<file path="config.mk">
export PLATFORM = sky130hd
export DESIGN_NAME = cpc_port_control
export DESIGN_NICKNAME = d
export VERILOG_FILES = /design/src/rtl/cpc_pkg.sv /design/src/rtl/cpc_rate_counter.sv /design/src/rtl/cpc_rx_capture.sv /design/src/rtl/cpc_port_control.sv
export SDC_FILE = /design/constraint.sdc
export NUM_CORES = 1
export LEC_CHECK = 0
export BUFFER_PORTS_ARGS = -buffer_cell sky130_fd_sc_hd__buf_4
export CORE_MARGIN = 3
export CORE_UTILIZATION = 52
export DETAILED_ROUTE_END_ITERATION = 7
export PLACE_DENSITY = 0.83
export SETUP_SLACK_MARGIN = 0.5
export SYNTH_ARGS = -nofsm -noshare
export SYNTH_HDL_FRONTEND = slang
export SYNTH_HIERARCHICAL = 1
export SYNTH_SLANG_ARGS = --single-unit
</file>
<file path="constraint.sdc">
create_clock -name mclk_in -period 3.3 [get_ports mclk_in]
set_input_delay 0.495 -clock mclk_in [delete_from_list [all_inputs] [get_ports mclk_in]]
set_output_delay 0.495 -clock mclk_in [all_outputs]
set_load 0.01 [all_outputs]
</file>
<file path="src/rtl/cpc_pkg.sv">
// Constants shared by the codec port control block
package cpc_pkg;
  // Register byte offsets
  localparam logic [7:0] CPC_OFS_CONTROL = 8'h00;
  localparam logic [7:0] CPC_OFS_STATUS = 8'h04;
  // Control field positions
  localparam int CPC_AUD_DIV_LSB = 0;
  localparam int CPC_TEL_DIV_LSB = 8;
  localparam int CPC_DIV_W = 7;
  localparam int CPC_BIT_ENABLE = 16;
  localparam int CPC_BIT_RSVD17 = 17;
  localparam int CPC_BIT_SAMPLE_SEL = 18;
  localparam int CPC_BIT_TEL_TX_MASK = 19;
  localparam int CPC_BIT_TEL_RX_MASK = 20;
  localparam int CPC_BIT_AUD_TX_MASK = 21;
  localparam int CPC_BIT_AUD_RX_MASK = 22;
  localparam int CPC_BIT_LOOPBACK = 23;
  // Writable bits of the control register, everything else reads zero
  localparam logic [31:0] CPC_CONTROL_WMASK = 32'h00fd7f7f;
  localparam logic [31:0] CPC_CONTROL_RESET = 32'h00000000;
  // Divisor limits
  localparam logic [6:0] CPC_AUD_DIV_MIN = 7'h06;
  localparam logic [6:0] CPC_TEL_DIV_MIN = 7'h10;
  // Serial clock periods per divisor step
  localparam int CPC_PRESCALE = 32;
  localparam logic [4:0] CPC_PRESCALE_LAST = 5'(CPC_PRESCALE - 1);
  // Status field positions
  localparam int CPC_ST_RAW_LSB = 0;
  localparam int CPC_ST_MASKED_LSB = 4;
  localparam int CPC_ST_IRQ = 8;
  localparam int CPC_ST_PINS = 9;
  localparam int CPC_ST_PPC = 10;
  localparam int CPC_ST_AUD_ARMED = 11;
  localparam int CPC_ST_TEL_ARMED = 12;
  localparam int CPC_ST_AUD_CNT_LSB = 16;
  localparam int CPC_ST_TEL_CNT_LSB = 24;
  // AHB encodings
  localparam logic [1:0] CPC_HTRANS_NONSEQ = 2'h2;
  localparam logic [1:0] CPC_HTRANS_SEQ = 2'h3;
  localparam logic CPC_HRESP_OKAY = 1'h0;
endpackage

</file>
<file path="src/rtl/cpc_rate_counter.sv">
// Sample-rate counter: counts divided serial clock ticks and flags each time-out
`timescale 1ns/100ps
`default_nettype none
module cpc_rate_counter import cpc_pkg::*; (
  input wire logic mclk_in,
  input wire logic nrst_in,
  input wire logic run_in,
  input wire logic tick_in,
  input wire logic [6:0] divisor_in,
  input wire logic [6:0] div_min_in,
  output logic [6:0] count_out,
  output logic timeout_out
);
  logic [6:0] div_eff;
  logic [6:0] cnt_q;
  logic timeout_q;

  // Out-of-range divisors are held at the floor
  assign div_eff = (divisor_in < div_min_in) ? div_min_in : divisor_in;

  always_ff @(posedge mclk_in or negedge nrst_in) begin
    if (!nrst_in) begin
      cnt_q <= 7'h00;
    end else if (!run_in) begin
      cnt_q <= 7'h00;
    end else if (tick_in) begin
      if (cnt_q == 7'h00) begin
        cnt_q <= div_eff - 7'h01;
      end else begin
        cnt_q <= cnt_q - 7'h01;
      end
    end
  end

  always_ff @(posedge mclk_in or negedge nrst_in) begin
    if (!nrst_in) begin
      timeout_q <= 1'b0;
    end else begin
      timeout_q <= run_in && tick_in && (cnt_q == 7'h00);
    end
  end

  assign count_out = cnt_q;
  assign timeout_out = timeout_q;

  property p_timeout_on_reload;
    @(posedge mclk_in) disable iff (!nrst_in)
      timeout_q |-> $past(cnt_q == 7'h00) && $past(tick_in) && (cnt_q == $past(div_eff) - 7'h01);
  endproperty
  a_timeout_on_reload: assert property (p_timeout_on_reload) else $error("Time-out without reload");

  property p_div_floor;
    @(posedge mclk_in) disable iff (!nrst_in)
      run_in && tick_in && cnt_q == 7'h00 |=> cnt_q >= div_min_in - 7'h01;
  endproperty
  a_div_floor: assert property (p_div_floor) else $error("Divisor reloaded below floor");
endmodule
`default_nettype wire

</file>
<file path="src/rtl/cpc_rx_capture.sv">
// Receive sample capture decision for one channel
`timescale 1ns/100ps
`default_nettype none
module cpc_rx_capture (
  input wire logic mclk_in,
  input wire logic nrst_in,
  input wire logic enable_in,
  input wire logic mode_in,
  input wire logic frame_in,
  input wire logic valid_in,
  input wire logic timeout_in,
  output logic armed_out,
  output logic store_out
);
  logic armed_q;
  logic pend_q;
  logic store_q;
  logic take;

  // Mode 0 follows data-valid; mode 1 takes the first valid then counter time-outs
  assign take = enable_in && frame_in && (mode_in ? (armed_q ? pend_q : valid_in) : valid_in);

  always_ff @(posedge mclk_in or negedge nrst_in) begin
    if (!nrst_in) begin
      armed_q <= 1'b0;
    end else if (!enable_in || !mode_in) begin
      armed_q <= 1'b0;
    end else if (take) begin
      armed_q <= 1'b1;
    end
  end

  // A time-out marks the next frame as holding a fresh sample; set wins over clear
  always_ff @(posedge mclk_in or negedge nrst_in) begin
    if (!nrst_in) begin
      pend_q <= 1'b0;
    end else if (!enable_in || !armed_q) begin
      pend_q <= 1'b0;
    end else if (timeout_in) begin
      pend_q <= 1'b1;
    end else if (frame_in) begin
      pend_q <= 1'b0;
    end
  end

  always_ff @(posedge mclk_in or negedge nrst_in) begin
    if (!nrst_in) begin
      store_q <= 1'b0;
    end else begin
      store_q <= take;
    end
  end

  assign armed_out = armed_q;
  assign store_out = store_q;

  property p_mode0_store;
    @(posedge mclk_in) disable iff (!nrst_in)
      enable_in && !mode_in && frame_in && valid_in |=> store_q;
  endproperty
  a_mode0_store: assert property (p_mode0_store) else $error("Valid sample not stored");

  property p_mode1_first_valid;
    @(posedge mclk_in) disable iff (!nrst_in)
      enable_in && mode_in && !armed_q && frame_in && valid_in |=> store_q && armed_q;
  endproperty
  a_mode1_first_valid: assert property (p_mode1_first_valid) else $error("First valid sample not taken");

  property p_mode1_ignore_valid;
    @(posedge mclk_in) disable iff (!nrst_in)
      enable_in && mode_in && armed_q && !pend_q && frame_in |=> !store_q;
  endproperty
  a_mode1_ignore_valid: assert property (p_mode1_ignore_valid) else $error("Sample stored without time-out");
endmodule
`default_nettype wire

</file>
<file path="src/rtl/cpc_port_control.sv">
// Codec port control register, rate counters, pin handover, capture and interrupt
//
// The register addresses and register access over AHB-Lite were left to the implementer.
`timescale 1ns/100ps
`default_nettype none
module cpc_port_control import cpc_pkg::*; (
  input wire logic mclk_in,
  input wire logic nrst_in,
  input wire logic hsel_in,
  input wire logic [31:0] haddr_in,
  input wire logic [1:0] htrans_in,
  input wire logic hwrite_in,
  input wire logic [2:0] hsize_in,
  input wire logic hready_in,
  input wire logic [31:0] hwdata_in,
  output logic [31:0] hrdata_out,
  output logic hreadyout_out,
  output logic hresp_out,
  input wire logic telecom_tx_service_req_in,
  input wire logic telecom_rx_service_req_in,
  input wire logic audio_tx_service_req_in,
  input wire logic audio_rx_service_req_in,
  input wire logic [3:0] fixed_irq_in,
  input wire logic port_pin_select_in,
  input wire logic serial_clock_tick_in,
  input wire logic frame_done_in,
  input wire logic audio_rx_valid_in,
  input wire logic telecom_rx_valid_in,
  input wire logic shifter_msb_in,
  input wire logic shifter_sync_in,
  input wire logic shifter_clock_in,
  input wire logic link_serial_in_in,
  output logic shifter_lsb_out,
  output logic link_serial_out_out,
  output logic link_serial_out_oe_out,
  output logic link_frame_sync_out,
  output logic link_frame_sync_oe_out,
  output logic link_serial_clock_out,
  output logic link_serial_clock_oe_out,
  output logic port_active_out,
  output logic pins_to_port_out,
  output logic ppc_owns_pins_out,
  output logic audio_tx_slot_out,
  output logic telecom_tx_slot_out,
  output logic audio_store_out,
  output logic telecom_store_out,
  output logic irq_out
);
  logic [31:0] ctrl_q;
  logic dph_wr_q;
  logic dph_rd_q;
  logic [7:0] dph_addr_q;
  logic [31:0] rdata_q;
  logic [4:0] pre_q;
  logic div_tick;
  logic port_enable;
  logic sample_sel;
  logic loopback_sel;
  logic pins_own;
  logic [3:0] svc_raw;
  logic [3:0] svc_mask;
  logic [3:0] svc_masked;
  logic irq_d;
  logic irq_q;
  logic [6:0] aud_cnt;
  logic [6:0] tel_cnt;
  logic aud_timeout;
  logic tel_timeout;
  logic aud_armed;
  logic tel_armed;
  logic addr_valid;
  logic [31:0] status_word;
  logic [31:0] rdata_d;
  logic lsb_q;
  logic sdo_q;
  logic sync_q;
  logic sck_q;
  logic pins_q;
  logic ppc_q;

  assign port_enable = ctrl_q[CPC_BIT_ENABLE];
  assign sample_sel = ctrl_q[CPC_BIT_SAMPLE_SEL];
  assign loopback_sel = ctrl_q[CPC_BIT_LOOPBACK];

  // AHB-Lite slave: zero wait states, always OKAY
  assign addr_valid = hsel_in && hready_in && (htrans_in == CPC_HTRANS_NONSEQ || htrans_in == CPC_HTRANS_SEQ);
  assign hreadyout_out = 1'b1;
  assign hresp_out = CPC_HRESP_OKAY;

  always_ff @(posedge mclk_in or negedge nrst_in) begin
    if (!nrst_in) begin
      dph_wr_q <= 1'b0;
      dph_rd_q <= 1'b0;
      dph_addr_q <= 8'h00;
    end else begin
      dph_wr_q <= addr_valid && hwrite_in;
      dph_rd_q <= addr_valid && !hwrite_in;
      if (addr_valid) begin
        dph_addr_q <= haddr_in[7:0];
      end
    end
  end

  // Control register; reserved bits never store
  always_ff @(posedge mclk_in or negedge nrst_in) begin
    if (!nrst_in) begin
      ctrl_q <= CPC_CONTROL_RESET;
    end else if (dph_wr_q && dph_addr_q == CPC_OFS_CONTROL) begin
      ctrl_q <= hwdata_in & CPC_CONTROL_WMASK;
    end
  end

  // Status word shows the block's own state
  always_comb begin
    status_word = 32'h00000000;
    status_word[CPC_ST_RAW_LSB +: 4] = svc_raw;
    status_word[CPC_ST_MASKED_LSB +: 4] = svc_masked;
    status_word[CPC_ST_IRQ] = irq_q;
    status_word[CPC_ST_PINS] = pins_q;
    status_word[CPC_ST_PPC] = ppc_q;
    status_word[CPC_ST_AUD_ARMED] = aud_armed;
    status_word[CPC_ST_TEL_ARMED] = tel_armed;
    status_word[CPC_ST_AUD_CNT_LSB +: CPC_DIV_W] = aud_cnt;
    status_word[CPC_ST_TEL_CNT_LSB +: CPC_DIV_W] = tel_cnt;
  end

  // Read data is sampled in the address phase so the data phase sees a flop
  always_comb begin
    rdata_d = 32'h00000000;
    if (addr_valid && !hwrite_in) begin
      if (haddr_in[7:0] == CPC_OFS_CONTROL) begin
        rdata_d = ctrl_q & CPC_CONTROL_WMASK;
      end else if (haddr_in[7:0] == CPC_OFS_STATUS) begin
        rdata_d = status_word;
      end
    end
  end

  always_ff @(posedge mclk_in or negedge nrst_in) begin
    if (!nrst_in) begin
      rdata_q <= 32'h00000000;
    end else begin
      rdata_q <= rdata_d;
    end
  end

  assign hrdata_out = rdata_q;

  // Serial clock periods divided by 32
  always_ff @(posedge mclk_in or negedge nrst_in) begin
    if (!nrst_in) begin
      pre_q <= 5'h00;
    end else if (!port_enable) begin
      pre_q <= 5'h00;
    end else if (serial_clock_tick_in) begin
      pre_q <= pre_q + 5'h01;
    end
  end

  assign div_tick = port_enable && serial_clock_tick_in && (pre_q == CPC_PRESCALE_LAST);

  cpc_rate_counter u_aud_rate (
    .mclk_in(mclk_in),
    .nrst_in(nrst_in),
    .run_in(port_enable),
    .tick_in(div_tick),
    .divisor_in(ctrl_q[CPC_AUD_DIV_LSB +: CPC_DIV_W]),
    .div_min_in(CPC_AUD_DIV_MIN),
    .count_out(aud_cnt),
    .timeout_out(aud_timeout)
  );

  cpc_rate_counter u_tel_rate (
    .mclk_in(mclk_in),
    .nrst_in(nrst_in),
    .run_in(port_enable),
    .tick_in(div_tick),
    .divisor_in(ctrl_q[CPC_TEL_DIV_LSB +: CPC_DIV_W]),
    .div_min_in(CPC_TEL_DIV_MIN),
    .count_out(tel_cnt),
    .timeout_out(tel_timeout)
  );

  assign audio_tx_slot_out = aud_timeout;
  assign telecom_tx_slot_out = tel_timeout;

  cpc_rx_capture u_aud_capture (
    .mclk_in(mclk_in),
    .nrst_in(nrst_in),
    .enable_in(port_enable),
    .mode_in(sample_sel),
    .frame_in(frame_done_in),
    .valid_in(audio_rx_valid_in),
    .timeout_in(aud_timeout),
    .armed_out(aud_armed),
    .store_out(audio_store_out)
  );

  cpc_rx_capture u_tel_capture (
    .mclk_in(mclk_in),
    .nrst_in(nrst_in),
    .enable_in(port_enable),
    .mode_in(sample_sel),
    .frame_in(frame_done_in),
    .valid_in(telecom_rx_valid_in),
    .timeout_in(tel_timeout),
    .armed_out(tel_armed),
    .store_out(telecom_store_out)
  );

  // Service requests in order: telecom tx, telecom rx, audio tx, audio rx
  assign svc_raw = {audio_rx_service_req_in, audio_tx_service_req_in,
                    telecom_rx_service_req_in, telecom_tx_service_req_in};
  assign svc_mask = {ctrl_q[CPC_BIT_AUD_RX_MASK], ctrl_q[CPC_BIT_AUD_TX_MASK],
                     ctrl_q[CPC_BIT_TEL_RX_MASK], ctrl_q[CPC_BIT_TEL_TX_MASK]};

  for (genvar gi = 0; gi < 4; gi++) begin : g_mask
    assign svc_masked[gi] = svc_raw[gi] && svc_mask[gi];
  end

  assign irq_d = (|svc_masked) || (|fixed_irq_in);

  always_ff @(posedge mclk_in or negedge nrst_in) begin
    if (!nrst_in) begin
      irq_q <= 1'b0;
    end else begin
      irq_q <= irq_d;
    end
  end

  assign irq_out = irq_q;

  // Pins belong to the port only when enabled, selected and not looping back
  assign pins_own = port_enable && port_pin_select_in && !loopback_sel;

  always_ff @(posedge mclk_in or negedge nrst_in) begin
    if (!nrst_in) begin
      pins_q <= 1'b0;
      ppc_q <= 1'b0;
    end else begin
      pins_q <= pins_own;
      ppc_q <= port_enable && loopback_sel;
    end
  end

  assign pins_to_port_out = pins_q;
  assign ppc_owns_pins_out = ppc_q;
  assign port_active_out = port_enable;

  always_ff @(posedge mclk_in or negedge nrst_in) begin
    if (!nrst_in) begin
      sdo_q <= 1'b0;
      sync_q <= 1'b0;
      sck_q <= 1'b0;
    end else begin
      sdo_q <= pins_own && shifter_msb_in;
      sync_q <= pins_own && shifter_sync_in;
      sck_q <= pins_own && shifter_clock_in;
    end
  end

  // Pin enables share the ownership flop, so they move with the values
  assign link_serial_out_out = sdo_q;
  assign link_serial_out_oe_out = pins_q;
  assign link_frame_sync_out = sync_q;
  assign link_frame_sync_oe_out = pins_q;
  assign link_serial_clock_out = sck_q;
  assign link_serial_clock_oe_out = pins_q;

  // Shifter input: internal loop, the pin, or idle low
  always_ff @(posedge mclk_in or negedge nrst_in) begin
    if (!nrst_in) begin
      lsb_q <= 1'b0;
    end else if (port_enable && loopback_sel) begin
      lsb_q <= shifter_msb_in;
    end else if (pins_own) begin
      lsb_q <= link_serial_in_in;
    end else begin
      lsb_q <= 1'b0;
    end
  end

  assign shifter_lsb_out = lsb_q;

  property p_disabled_quiet;
    @(posedge mclk_in) disable iff (!nrst_in)
      !port_enable |-> !port_active_out ##1 !pins_to_port_out && !link_serial_out_oe_out && !link_frame_sync_oe_out
        && !link_serial_clock_oe_out;
  endproperty
  a_disabled_quiet: assert property (p_disabled_quiet) else $error("Disabled port holds pins");

  property p_pins_need_select;
    @(posedge mclk_in) disable iff (!nrst_in)
      pins_to_port_out |-> $past(port_pin_select_in) && $past(port_enable) && !$past(loopback_sel);
  endproperty
  a_pins_need_select: assert property (p_pins_need_select) else $error("Pins taken without select");

  property p_reserved_read_zero;
    @(posedge mclk_in) disable iff (!nrst_in)
      dph_rd_q && dph_addr_q == CPC_OFS_CONTROL |-> (hrdata_out & ~CPC_CONTROL_WMASK) == 32'h00000000;
  endproperty
  a_reserved_read_zero: assert property (p_reserved_read_zero) else $error("Reserved bits read nonzero");

  property p_write_stores;
    @(posedge mclk_in) disable iff (!nrst_in)
      dph_wr_q && dph_addr_q == CPC_OFS_CONTROL |=> ctrl_q == ($past(hwdata_in) & CPC_CONTROL_WMASK);
  endproperty
  a_write_stores: assert property (p_write_stores) else $error("Control write not stored");

  property p_reset_disables;
    @(posedge mclk_in) $rose(nrst_in) |-> !port_enable && !irq_out;
  endproperty
  a_reset_disables: assert property (p_reset_disables) else $error("Enable set after reset");

  property p_irq_or;
    @(posedge mclk_in) disable iff (!nrst_in)
      ##1 irq_out == ($past(|(svc_raw & svc_mask)) || $past(|fixed_irq_in));
  endproperty
  a_irq_or: assert property (p_irq_or) else $error("Interrupt is not OR of masked sources");

  property p_tel_tx_gate;
    @(posedge mclk_in) disable iff (!nrst_in)
      telecom_tx_service_req_in && ctrl_q[CPC_BIT_TEL_TX_MASK] |=> irq_out;
  endproperty
  a_tel_tx_gate: assert property (p_tel_tx_gate) else $error("Telecom tx request not forwarded");

  property p_tel_rx_gate;
    @(posedge mclk_in) disable iff (!nrst_in)
      telecom_rx_service_req_in && ctrl_q[CPC_BIT_TEL_RX_MASK] |=> irq_out;
  endproperty
  a_tel_rx_gate: assert property (p_tel_rx_gate) else $error("Telecom rx request not forwarded");

  property p_aud_tx_gate;
    @(posedge mclk_in) disable iff (!nrst_in)
      audio_tx_service_req_in && ctrl_q[CPC_BIT_AUD_TX_MASK] |=> irq_out;
  endproperty
  a_aud_tx_gate: assert property (p_aud_tx_gate) else $error("Audio tx request not forwarded");

  property p_aud_rx_masked;
    @(posedge mclk_in) disable iff (!nrst_in)
      !ctrl_q[CPC_BIT_AUD_RX_MASK] && (svc_raw[2:0] & svc_mask[2:0]) == 3'h0 && fixed_irq_in == 4'h0 |=> !irq_out;
  endproperty
  a_aud_rx_masked: assert property (p_aud_rx_masked) else $error("Masked audio rx request raised interrupt");

  property p_loopback_path;
    @(posedge mclk_in) disable iff (!nrst_in)
      port_enable && loopback_sel |=> shifter_lsb_out == $past(shifter_msb_in) && !link_serial_out_oe_out;
  endproperty
  a_loopback_path: assert property (p_loopback_path) else $error("Loopback path broken");
endmodule
`default_nettype wire

</file>
==> results of run 1 <==
## registers in the layout, summed over array words and instances (netlist names), 5 cells and up
name and count:
hrdata_out 30, ctrl_q 21, dph_addr_q 8, u_aud_rate/count_out 7, u_tel_rate/count_out 7, pre_q 5
## report_power, final
group          internal [mW]  switching, mW  total (mW)  leakage, nW
logic                  0.256          0.281       0.537         1.60
registers               1.21         0.0612        1.27         1.23
clock network          0.351          0.409       0.761       0.0883
total                   1.82          0.752        2.57         2.92
## worst paths after layout
path                                  start                      end  slack [ns]  cells past startpoint
max                               ctrl_q[6]  u_aud_rate/count_out[6]        0.49                     12
min                                 nrst_in           hrdata_out[29]        0.23                      1
max reg2reg                       ctrl_q[6]  u_aud_rate/count_out[6]        0.49                     12
min reg2reg                   dph_addr_q[6]            dph_addr_q[6]        0.51                      1
max in group asynchronous           nrst_in               ctrl_q[12]        2.31                      2
min in group mclk_in       shifter_clock_in    link_serial_clock_out        0.34                      2
## what timing repair did
action / in CTS / in global routing
setup buffers: 0 / 10
endpoints found under the setup margin: 4 / 4
resized for setup: 5 / 24
pin swaps: 0 / 10
## worst register-to-register path: stages, from the launching register on
cell	delay, ns
dfrtp_1	0.46
ha_4	0.32
nand2_2	0.10
nor2_4	0.21
a21oi_4	0.10
mux2i_2	0.17
nor2_1	0.14
ha_2	0.22
nand2b_1	0.08
a311oi_2	0.33
nand4_1	0.20
o211ai_1	0.23
o211ai_1	0.12
## metal layers
| metal | vias up | global-route usage | wire [um] |
|---|---|---|---|
| li1 | 1766 | - | - |
| met2 | 205 | 0.382 | 6030 |
| met5 | - | 0 | 0 |
| met1 | 1889 | 0.290 | 4930 |
| met4 | 0 | 0.0941 | 310 |
| met3 | 32 | 0.0399 | 869 |
## logic make-up (layout without fill, tap and decap cells)
logic type	count (synthesis)	count (layout)
AND/OR/NAND/NOR	141	141
flip-flops	94	94
AO/OA/AOI/OAI	83	83
multiplexers	43	43
buffers and inverters	41	145
adder cells (fa/ha/maj)	16	16
XOR/XNOR	7	7
other	2	28
## synth_stat cells, types with 4 or more instances
master,instances,area (sq um)
buf_4,9,67.6
dfrtp_1,94,2350
nand3_1,9,45.0
a22oi_1,16,120
a21oi_2,6,52.6
inv_1,16,60.1
nand2_1,36,135
o211a_1,4,40.0
nor3_1,5,25.0
xnor2_1,5,43.8
and3_1,17,106
clkbuf_1,7,26.3
mux2i_1,12,120
mux2_2,31,349
a21oi_1,7,35.0
nor2b_1,9,56.3
nor2_1,30,113
nand4_1,4,25.0
a211oi_1,5,37.5
ha_1,16,200
and2_1,10,62.6
a311oi_1,7,61.3
## per-stage QoR
| stage | hold slack (ns) | power, mW | instances |
|---|---|---|---|
| after detailed placement | 0.484 | 1.73 | 640 |
| after floorplan | 0.199 | 1.57 | 453 |
| after global placement | 0.481 | 1.71 | 640 |
| after global routing | 0.294 | 2.68 | 665 |
| after CTS | 0.264 | 2.49 | 655 |
| final | 0.230 | 2.57 | 665 |
## cell type report
class | count | share of cell area
Clock buffer | 9 | 0.0205
Clock inverter | 6 | 0.0116
Tap cell | 108 | 0.0223
Sequential cell | 94 | 0.389
Multi-Input combinational cell | 318 | 0.405
Timing Repair Buffer | 114 | 0.141
Inverter | 16 | 0.00993
==> reports/metrics.csv, run 1 <==
stage,metric,value,unit
global_routing,gr-total-overflow,0,
floorplanning,rows,34,
drt,vias_per_cell,5.85,
sta,hold_violations,0,
critical_path,crit_buf_inv,0,
floorplanning,die_area,10400,sq um
sta,tns,0,ns
final_layout,num_antenna_cells,0,
final_layout,syn_to_final_growth,26.9,%
clock_network,cts_buffers,9,
synthesis,syn_area,4770,sq um
sta,layout_min_cycle_time,2.81,ns
synthesis,yosys.area_share.simple,0.161,
synthesis,synthFlopType,dfrtp_1,
sta,fmax,356,MHz
place,dpl-instance-area,5630,sq um
drt,drt-total-wl,12100,um
drt,drtIter0Drc,196,
critical_path,worstSetupPathType,reg2reg,
synthesis,synth_edf_count,0,
synthesis,synthCells,427,
drt,dr_total_vias,3892,
clock_network,clock_sinks,94,
final_layout,multi_input_area,2450,sq um
critical_path,cp_max_fo,5,
sta,min_period_over_period,0.851,
synthesis,yosys_warnings,6,
floorplanning,initial_core_util,0.542,
synthesis,synth_top_family_by_area,simple AND/OR/NAND/NOR gates,
global_routing,grt_pass1_wl,18400,um
clock_network,clkLatencyLatePin,0.36,ns
synthesis,synth.mux.area_fraction,0.0984,
global_routing,grt_max_degree,72,
sta,setup_ws,0.493,ns
final_layout,drive_above_1_share,0.373,
sta,slew_viol_final,0,
synthesis,syn_area_per_cell,11.2,sq um
drt,antenna_left,0,
power_and_ir_drop,leakagePower,2.92,nW
floorplanning,die_y,102,um
clock_network,clock-root-buffer,clkbuf_8,
hold_path,hp-class,in2async,
drt,drt-wirelength-per-cell,18.2,um
floorplanning,die_x,102,um
power_and_ir_drop,ir_drop,289,uV
place,gp_congestion,0.901,
clock_network,clockBufferDepth,2,
power_and_ir_drop,pwr_density_cell,424,nW/um^2
run_status,status,completed,
final_layout,fin_nets,660,
final_layout,seq_area,2350,sq um
place,port_buffers,96,
final_layout,final_cell_mix,"buf_4 (114), dfrtp_1 (92), nand2_1 (35)",
synthesis,yosysUniqueCellTypes,66,
final_layout,fillers,649,
clock_network,h-tree-depth,3,
synthesis,ys_ff_latch,94,
critical_path,cp.required,3.53,ns
clock_network,hold_buffers,0,
synthesis,synth_seq_area_share,0.493,
sta,setup-violations-final,0,
critical_path,cp_slowest_stage_delay,0.46,ns
drt,dr.pass1.iters,5,
floorplanning,fp.coreArea,8810,sq um
global_routing,grt_use_total,0.227,
floorplanning,io_pins,140,
final_layout,post-route-util,0.687,
place,place_ws,0.295,ns
clock_network,clkSlewWorstSetupHoldPaths,0.09,ns
clock_network,tritoncts,done,
critical_path,cp-start-kind,register,
synthesis,async_flop_share,1.00,
global_routing,antenna_found_initial,0,
final_layout,mostFrequentLayoutCell,buf_4,
sta,worstMarginPinSlew,1.07,ns
sta,final.setup_skew,0.0151,ns
synthesis,synth_compound_area_frac,0.145,
place,hpwl,8210,um
critical_path,end_kind,register,
synthesis,synth_xor_area_frac,0.0129,
critical_path,arrival,3.04,ns
drt,post-route-drc-count,0,
critical_path,crit_chain,ha_4 > nand2_2 > nor2_4 > a21oi_4 > mux2i_2 > nor2_1 > ha_2 > nand2b_1 > a311oi_2 > nand4_1 > o211ai_1 > o211ai_1,
critical_path,cpMostUsedCell,o211ai_1,
sta,grt_setup_unrepaired,true,
flow_run,cap_violations,0,
critical_path,path_delay_family,compound AO/OA/AOI/OAI gates,
final_layout,postLayoutCellArea,6050,sq um
sta,slew_headroom,0.285,
critical_path,cp_slowest_cell,dfrtp_1,
global_routing,grt_pass1_vias,3856,
synthesis,synth_fa_ha_area_frac,0.0420,
(Power assumes the default switching activity.)
==> run 2, diff against run 1 <==
PLACE_DENSITY = 0.9   (was 0.83)
==> run 2 against run 1 <==
  * Sequential cell count unchanged
  * Clock-buffer cell count rose by 1
  * Fmax grew 4.5%
  * Power increased by 2.2%
  * Sequential share of layout area up 0.42 points
  * Critical path depth is the same
  * Global-route usage is 0.85 points lower
  * Register-to-register slack improved by 0.12 ns
  * Final cell count fell by 1.1%
  * Non-clock buffer count decreased by 8
  * Core utilization decreased by 0.70 points
==> reports/metrics.csv, run 2 (synthesis gave the netlist of run 1 again) <==
stage,metric,value,unit,change
final_layout,final_cell_mix,"buf_4 (106), dfrtp_1 (91), nand2_1 (36)",,
place,placed_cells,639,,-0.16%
clock_network,clockBufferDepth,2,,unchanged
final_layout,drive_above_1_share,0.358,,-0.0152
clock_network,clock-root-buffer,clkbuf_8,,
place,hpwl,7730,um,-5.8%
critical_path,r2r_slack,0.61,ns,+0.12 ns
clock_network,cts_buffers,9,,unchanged
drt,post-route-drc-count,0,,unchanged
sta,hold_violations,0,,unchanged
global_routing,antenna_found_initial,0,,unchanged
sta,tns,0,ns,unchanged
global_routing,grt_use_total,0.219,,-0.00850
drt,dr.pass1.iters,5,,unchanged
critical_path,worstSetupPathType,reg2reg,,
critical_path,arrival,2.93,ns,-0.11 ns
power_and_ir_drop,pwr_density_cell,438,nW/um^2,+3.3%
drt,antenna_left,0,,unchanged
drt,vias_per_cell,5.77,,-1.4%
floorplanning,die_x,102,um,unchanged
global_routing,grt_pass1_wl,17800,um,-3.3%
drt,drtIter0Drc,225,,+15%
final_layout,fin_cells,658,,-1.1%
global_routing,gr-total-overflow,0,,unchanged
floorplanning,initial_core_util,0.542,,unchanged
clock_network,tritoncts,done,,
flow_run,cap_violations,0,,unchanged
floorplanning,rows,34,,unchanged
critical_path,cp.required,3.55,ns,+0.02 ns
drt,dr_total_vias,3796,,-2.5%
run_status,status,completed,,
drt,drt-wirelength-per-cell,17.2,um,-6.0%
sta,fmax,372,MHz,+4.5%
critical_path,cp-start-kind,register,,
clock_network,h-tree-depth,3,,unchanged
global_routing,grt_max_degree,71,,-1.4%
final_layout,largest_register_ffs,30,,unchanged
sta,grt_setup_unrepaired,true,,
final_layout,mostFrequentLayoutCell,buf_4,,
power_and_ir_drop,leakagePower,2.91,nW,-0.38%
sta,slew_headroom,0.333,,+0.0474
drt,drt-total-wl,11300,um,-7.0%
critical_path,crit_chain,ha_1 > nand2_1 > nor2_2 > a21oi_4 > mux2i_2 > nor2_2 > ha_2 > inv_1 > a2111oi_4 > nand4_1 > a41oi_2 > a21boi_1,,
final_layout,num_antenna_cells,0,,unchanged
clock_network,hold_buffers,0,,unchanged
critical_path,cp_slowest_stage_delay,0.47,ns,about the same
floorplanning,die_y,102,um,unchanged
critical_path,worstReg2RegStart,ctrl_q[13],,
critical_path,cpMostUsedCell,nor2_2,,
final_layout,syn_to_final_growth,25.6,%,
final_layout,fin_nets,652,,-1.2%
sta,final.setup_skew,0.0115,ns,-0.00359 ns
sta,slew_viol_final,0,,unchanged
critical_path,end_kind,register,,
critical_path,cp_max_fo,6,,+1
sta,worstMarginPinSlew,1.00,ns,-0.0711 ns
final_layout,fillers,632,,-2.6%
global_routing,grt_pass1_vias,3729,,-3.3%
critical_path,r2r-end,u_tel_rate/count_out[6],,
floorplanning,io_pins,140,,unchanged
clock_network,clkLatencyLatePin,0.36,ns,about the same
clock_network,clkSlewWorstSetupHoldPaths,0.10,ns,about the same
power_and_ir_drop,ir_drop,305,uV,+5.4%
sta,layout_min_cycle_time,2.69,ns,-0.120 ns
place,gp_congestion,0.890,,-1.3%
floorplanning,fp.coreArea,8810,sq um,unchanged
hold_path,hp-class,in2async,,
place,port_buffers,96,,unchanged
sta,worst_hold_slack,0.225,ns,-0.00460 ns
floorplanning,die_area,10400,sq um,unchanged
sta,min_period_over_period,0.814,,-0.0365
clock_network,clock_sinks,94,,unchanged
critical_path,cp_slowest_cell,dfrtp_1,,
critical_path,r2r_cells,12,,unchanged
sta,setup-violations-final,0,,unchanged
[run 2: cell count changes in the layout (fill, tap and decap cells not counted), moves of 2 or more]
cell        before  now
buf_4          114  106
mux2i_1          8   10
ha_1            12   14
clkinvlp_4       3    1
clkinv_4         0    2
mux2i_2          4    2
[run 2: metrics by stage]
step                      power, mW  utilization  area, sq um  worst slack (ns)
after floorplan                1.57            -         4870             0.665
after global placement         1.70        0.639         5630             0.421
after detailed placement       1.72        0.639         5630             0.308
after CTS                      2.58        0.667         5870             0.491
after global routing           2.74        0.680         5990             0.486
final                          2.62        0.680         5990             0.613
[run 2: metal layers]
layer / vias up / share of wire / GRT usage
met2: 148 / 0.50 / 0.367
met5: - / 0 / 0
li1: 1745 / - / -
met1: 1881 / 0.43 / 0.285
met4: 0 / 0.017 / 0.0808
met3: 22 / 0.057 / 0.0372
[run 2: worst max-delay path by stage]
stage	start	to	slack [ns]	depth (start not counted)
2_1_floorplan	ctrl_q[12]	u_tel_rate/count_out[6]	0.67	12
3_3_place_gp	ctrl_q[12]	u_tel_rate/count_out[6]	0.42	12
3_5_place_dp	ctrl_q[12]	u_tel_rate/count_out[6]	0.31	12
4_1_cts	ctrl_q[12]	u_tel_rate/count_out[6]	0.49	12
5_1_grt	ctrl_q[13]	u_tel_rate/count_out[6]	0.49	12
6_report	ctrl_q[13]	u_tel_rate/count_out[6]	0.61	12
[run 2: critical path: cells and delay by family (launching register included)]
kind | cells | cell delay, ns
flops | 1 | 0.47
simple gates | 4 | 0.62
fa+ha+maj | 2 | 0.48
compound gates | 4 | 0.84
buf+inv | 1 | 0.06
mux | 1 | 0.11
[run 2: repair_timing]
item | in CTS | in global routing
resized for setup | 4 | 19
setup endpoints to repair | 4 | 4
buffers inserted | 0 | 3
gates cloned | 0 | 0
pin swaps | 0 | 6
[run 2: power by group]
group	internal [mW]	switching (mW)	leakage, nW	total, mW
registers	1.21	0.0607	1.23	1.27
logic	0.231	0.259	1.56	0.490
clock network	0.453	0.412	0.113	0.865
total	1.89	0.731	2.91	2.62
[run 2: layout make-up]
class	count	area (sq um)	area share
repair buffers	106	796	0.133
clock inverters	6	93.8	0.0157
inverters	16	60.1	0.0100
flip-flops and latches	94	2360	0.393
well taps	108	135	0.0226
clock buffers	10	138	0.0230
multi-input cells	318	2410	0.403
==> run 3, diff against run 2 <==
CORE_UTILIZATION = 47   (was 52)
PLACE_DENSITY = 0.87   (was 0.9)
clock period = 2.25 ns   (was 3.3 ns; I/O delays follow)
==> run 3 against run 2 <==
  * The run now ends with DRC, setup timing left
  * Combinational power rose by 130%
  * Power increased by 55%
  * Register-to-register slack worse by 0.92 ns
  * Sequential share of layout area fell by 5.2 points
  * Worst hold slack got worse by 0.055 ns
  * Core utilization grew 2.2 points
  * Final cell count rose by 15%
  * Via count increased by 14%
  * Sequential power rose by 46%
  * Non-clock buffer count rose by 73
  * Clock skew about the same
  * Clock power increased by 25%
  * Highest routed layer unchanged
==> reports/metrics.csv, run 3 (synthesis gave the netlist of run 1 again) <==
stage,metric,value,unit,change
run_status,status,"complete, but fails checks",,
run_status,violations,"DRC, setup timing",,
global_routing,gr-total-overflow,0,,unchanged
power_and_ir_drop,pwr_density_cell,592,nW/um^2,+35%
sta,setup_ws,-0.305,ns,-0.918 ns
sta,slew_headroom,0.550,,+0.217
hold_path,whs_path_depth,2,,
sta,layout_min_cycle_time,2.56,ns,-0.132 ns
critical_path,cp_slowest_cell,dfrtp_1,,
floorplanning,die_x,107,um,+4.9%
critical_path,end_kind,register,,
critical_path,cp_slowest_stage_delay,0.40,ns,-0.07 ns
sta,hold_violations,0,,unchanged
hold_path,hp-class,in2reg,,
global_routing,antenna_found_initial,0,,unchanged
sta,slew_viol_final,0,,unchanged
critical_path,r2r_cells,12,,unchanged
drt,drt-wirelength-per-cell,19.1,um,+11%
critical_path,cp.required,2.51,ns,-1.04 ns
critical_path,cpMostUsedCell,a21oi_4,,
critical_path,worstSetupPathType,reg2reg,,
drt,post-route-drc-count,1,,+1
global_routing,grt_max_degree,43,,-39%
critical_path,path_delay_family,compound AO/OA/AOI/OAI gates,,
floorplanning,fp.coreArea,9820,sq um,+12%
global_routing,grt_pass1_wl,21600,um,+21%
final_layout,syn_to_final_growth,44.5,%,
critical_path,cp_max_fo,2,,-4
sta,min_period_over_period,1.14,,+0.321
clock_network,clockBufferDepth,2,,unchanged
critical_path,crit_buf_inv,1,,unchanged
sta,setup-violations-final,10,,+10
clock_network,tritoncts,done,,
clock_network,cts_buffers,9,,unchanged
clock_network,clock-root-buffer,clkbuf_8,,
drt,antenna_left,0,,unchanged
floorplanning,rows,36,,+5.9%
clock_network,clkLatencyLatePin,0.38,ns,+0.02 ns
final_layout,post-route-util,0.702,,+0.0219
power_and_ir_drop,leakagePower,3.33,nW,+14%
critical_path,crit_cells,12,,unchanged
final_layout,largest_register_ffs,30,,unchanged
sta,fmax,391,MHz,+5.2%
flow_run,cap_violations,0,,unchanged
drt,drt-total-wl,14500,um,+28%
sta,grt_setup_unrepaired,true,,
critical_path,arrival,2.81,ns,-0.12 ns
global_routing,grt_pass1_vias,4354,,+17%
place,port_buffers,96,,unchanged
clock_network,h-tree-depth,3,,unchanged
floorplanning,die_area,11400,sq um,+10%
final_layout,fin_nets,727,,+12%
critical_path,cp-start-kind,register,,
floorplanning,die_y,107,um,+4.9%
drt,vias_per_cell,5.74,,-0.53%
final_layout,drive_above_1_share,0.478,,+0.119
clock_network,clock_sinks,94,,unchanged
final_layout,final_cell_mix,"buf_4 (169), dfrtp_1 (94), mux2_2 (31)",,
drt,drtIter0Drc,402,,+79%
global_routing,grt_use_total,0.245,,+0.0266
floorplanning,io_pins,140,,unchanged
final_layout,mostFrequentLayoutCell,buf_4,,
drt,dr_total_vias,4344,,+14%
place,hpwl,9130,um,+18%
drt,dr.pass1.iters,7,,+2
power_and_ir_drop,ir_drop,411,uV,+35%
power_and_ir_drop,finalPower,4.08,mW,+55%
place,place_ws,-0.210,ns,-0.518 ns
sta,final.setup_skew,0.0112,ns,-0.000343 ns
clock_network,clkSlewWorstSetupHoldPaths,0.09,ns,about the same
floorplanning,initial_core_util,0.486,,-0.0559
place,gp_congestion,0.888,,-0.16%
critical_path,crit_chain,ha_4 > a21oi_4 > o21ai_4 > a21oi_4 > mux2i_2 > nor2_1 > ha_2 > inv_2 > a2111oi_4 > nand4_1 > a41oi_2 > a21boi_1,,
final_layout,num_antenna_cells,0,,unchanged
sta,worstMarginPinSlew,0.658,ns,-0.343 ns
[run 3: layout make-up]
type                            instances  area, sq um
Clock buffer                           13          169
Clock inverter                          2         16.3
Fill cell                             644         2930
Inverter                               16         60.1
Multi-Input combinational cell        320         2740
Sequential cell                        94         2350
Tap cell                              133          166
Timing Repair Buffer                  179         1390
[run 3: routing by layer]
layer / wire [um] / vias up / global-route usage
met5: 0 / - / 0
met4: 644 / 0 / 0.120
met3: 1250 / 75 / 0.0542
met2: 7030 / 275 / 0.415
met1: 5530 / 2092 / 0.297
li1: - / 1902 / -
[run 3: per-stage QoR]
step | setup TNS [ns] | hold slack, ns | std cells | instance area (sq um)
after global placement | -0.350 | 0.313 | 715 | 6230
final | -1.73 | 0.170 | 757 | 6890
after detailed placement | -0.896 | 0.324 | 715 | 6230
after global routing | -2.67 | 0.157 | 757 | 6890
after CTS | -0.739 | 0.161 | 746 | 6680
after floorplan | -0.151 | 0.0419 | 453 | 5060
[run 3: final timing paths]
check,slack (ns),to,from
worst max-delay path,-0.31,u_tel_rate/count_out[6],ctrl_q[10]
worst min-delay path,0.17,link_frame_sync_out,shifter_sync_in
worst max register to register,-0.31,u_tel_rate/count_out[6],ctrl_q[10]
worst min register to register,0.51,dph_addr_q[6],dph_addr_q[6]
max in group asynchronous,1.14,ctrl_q[4],nrst_in
min in group asynchronous,0.46,hrdata_out[27],nrst_in
[run 3: report_power, final]
part / total (mW) / switching [mW] / internal, mW
registers: 1.85 / 0.0800 / 1.77
logic: 1.15 / 0.548 / 0.605
clock network: 1.08 / 0.587 / 0.489
total: 4.08 / 1.21 / 2.87
[run 3: what timing repair did]
item	4_1_cts	5_1_grt
endpoints found under the hold margin	33	0
resized for setup	29	22
gates cloned	1	1
setup buffers	14	10
setup endpoints to repair	15	14
hold buffers	1	0
pin swaps	14	8
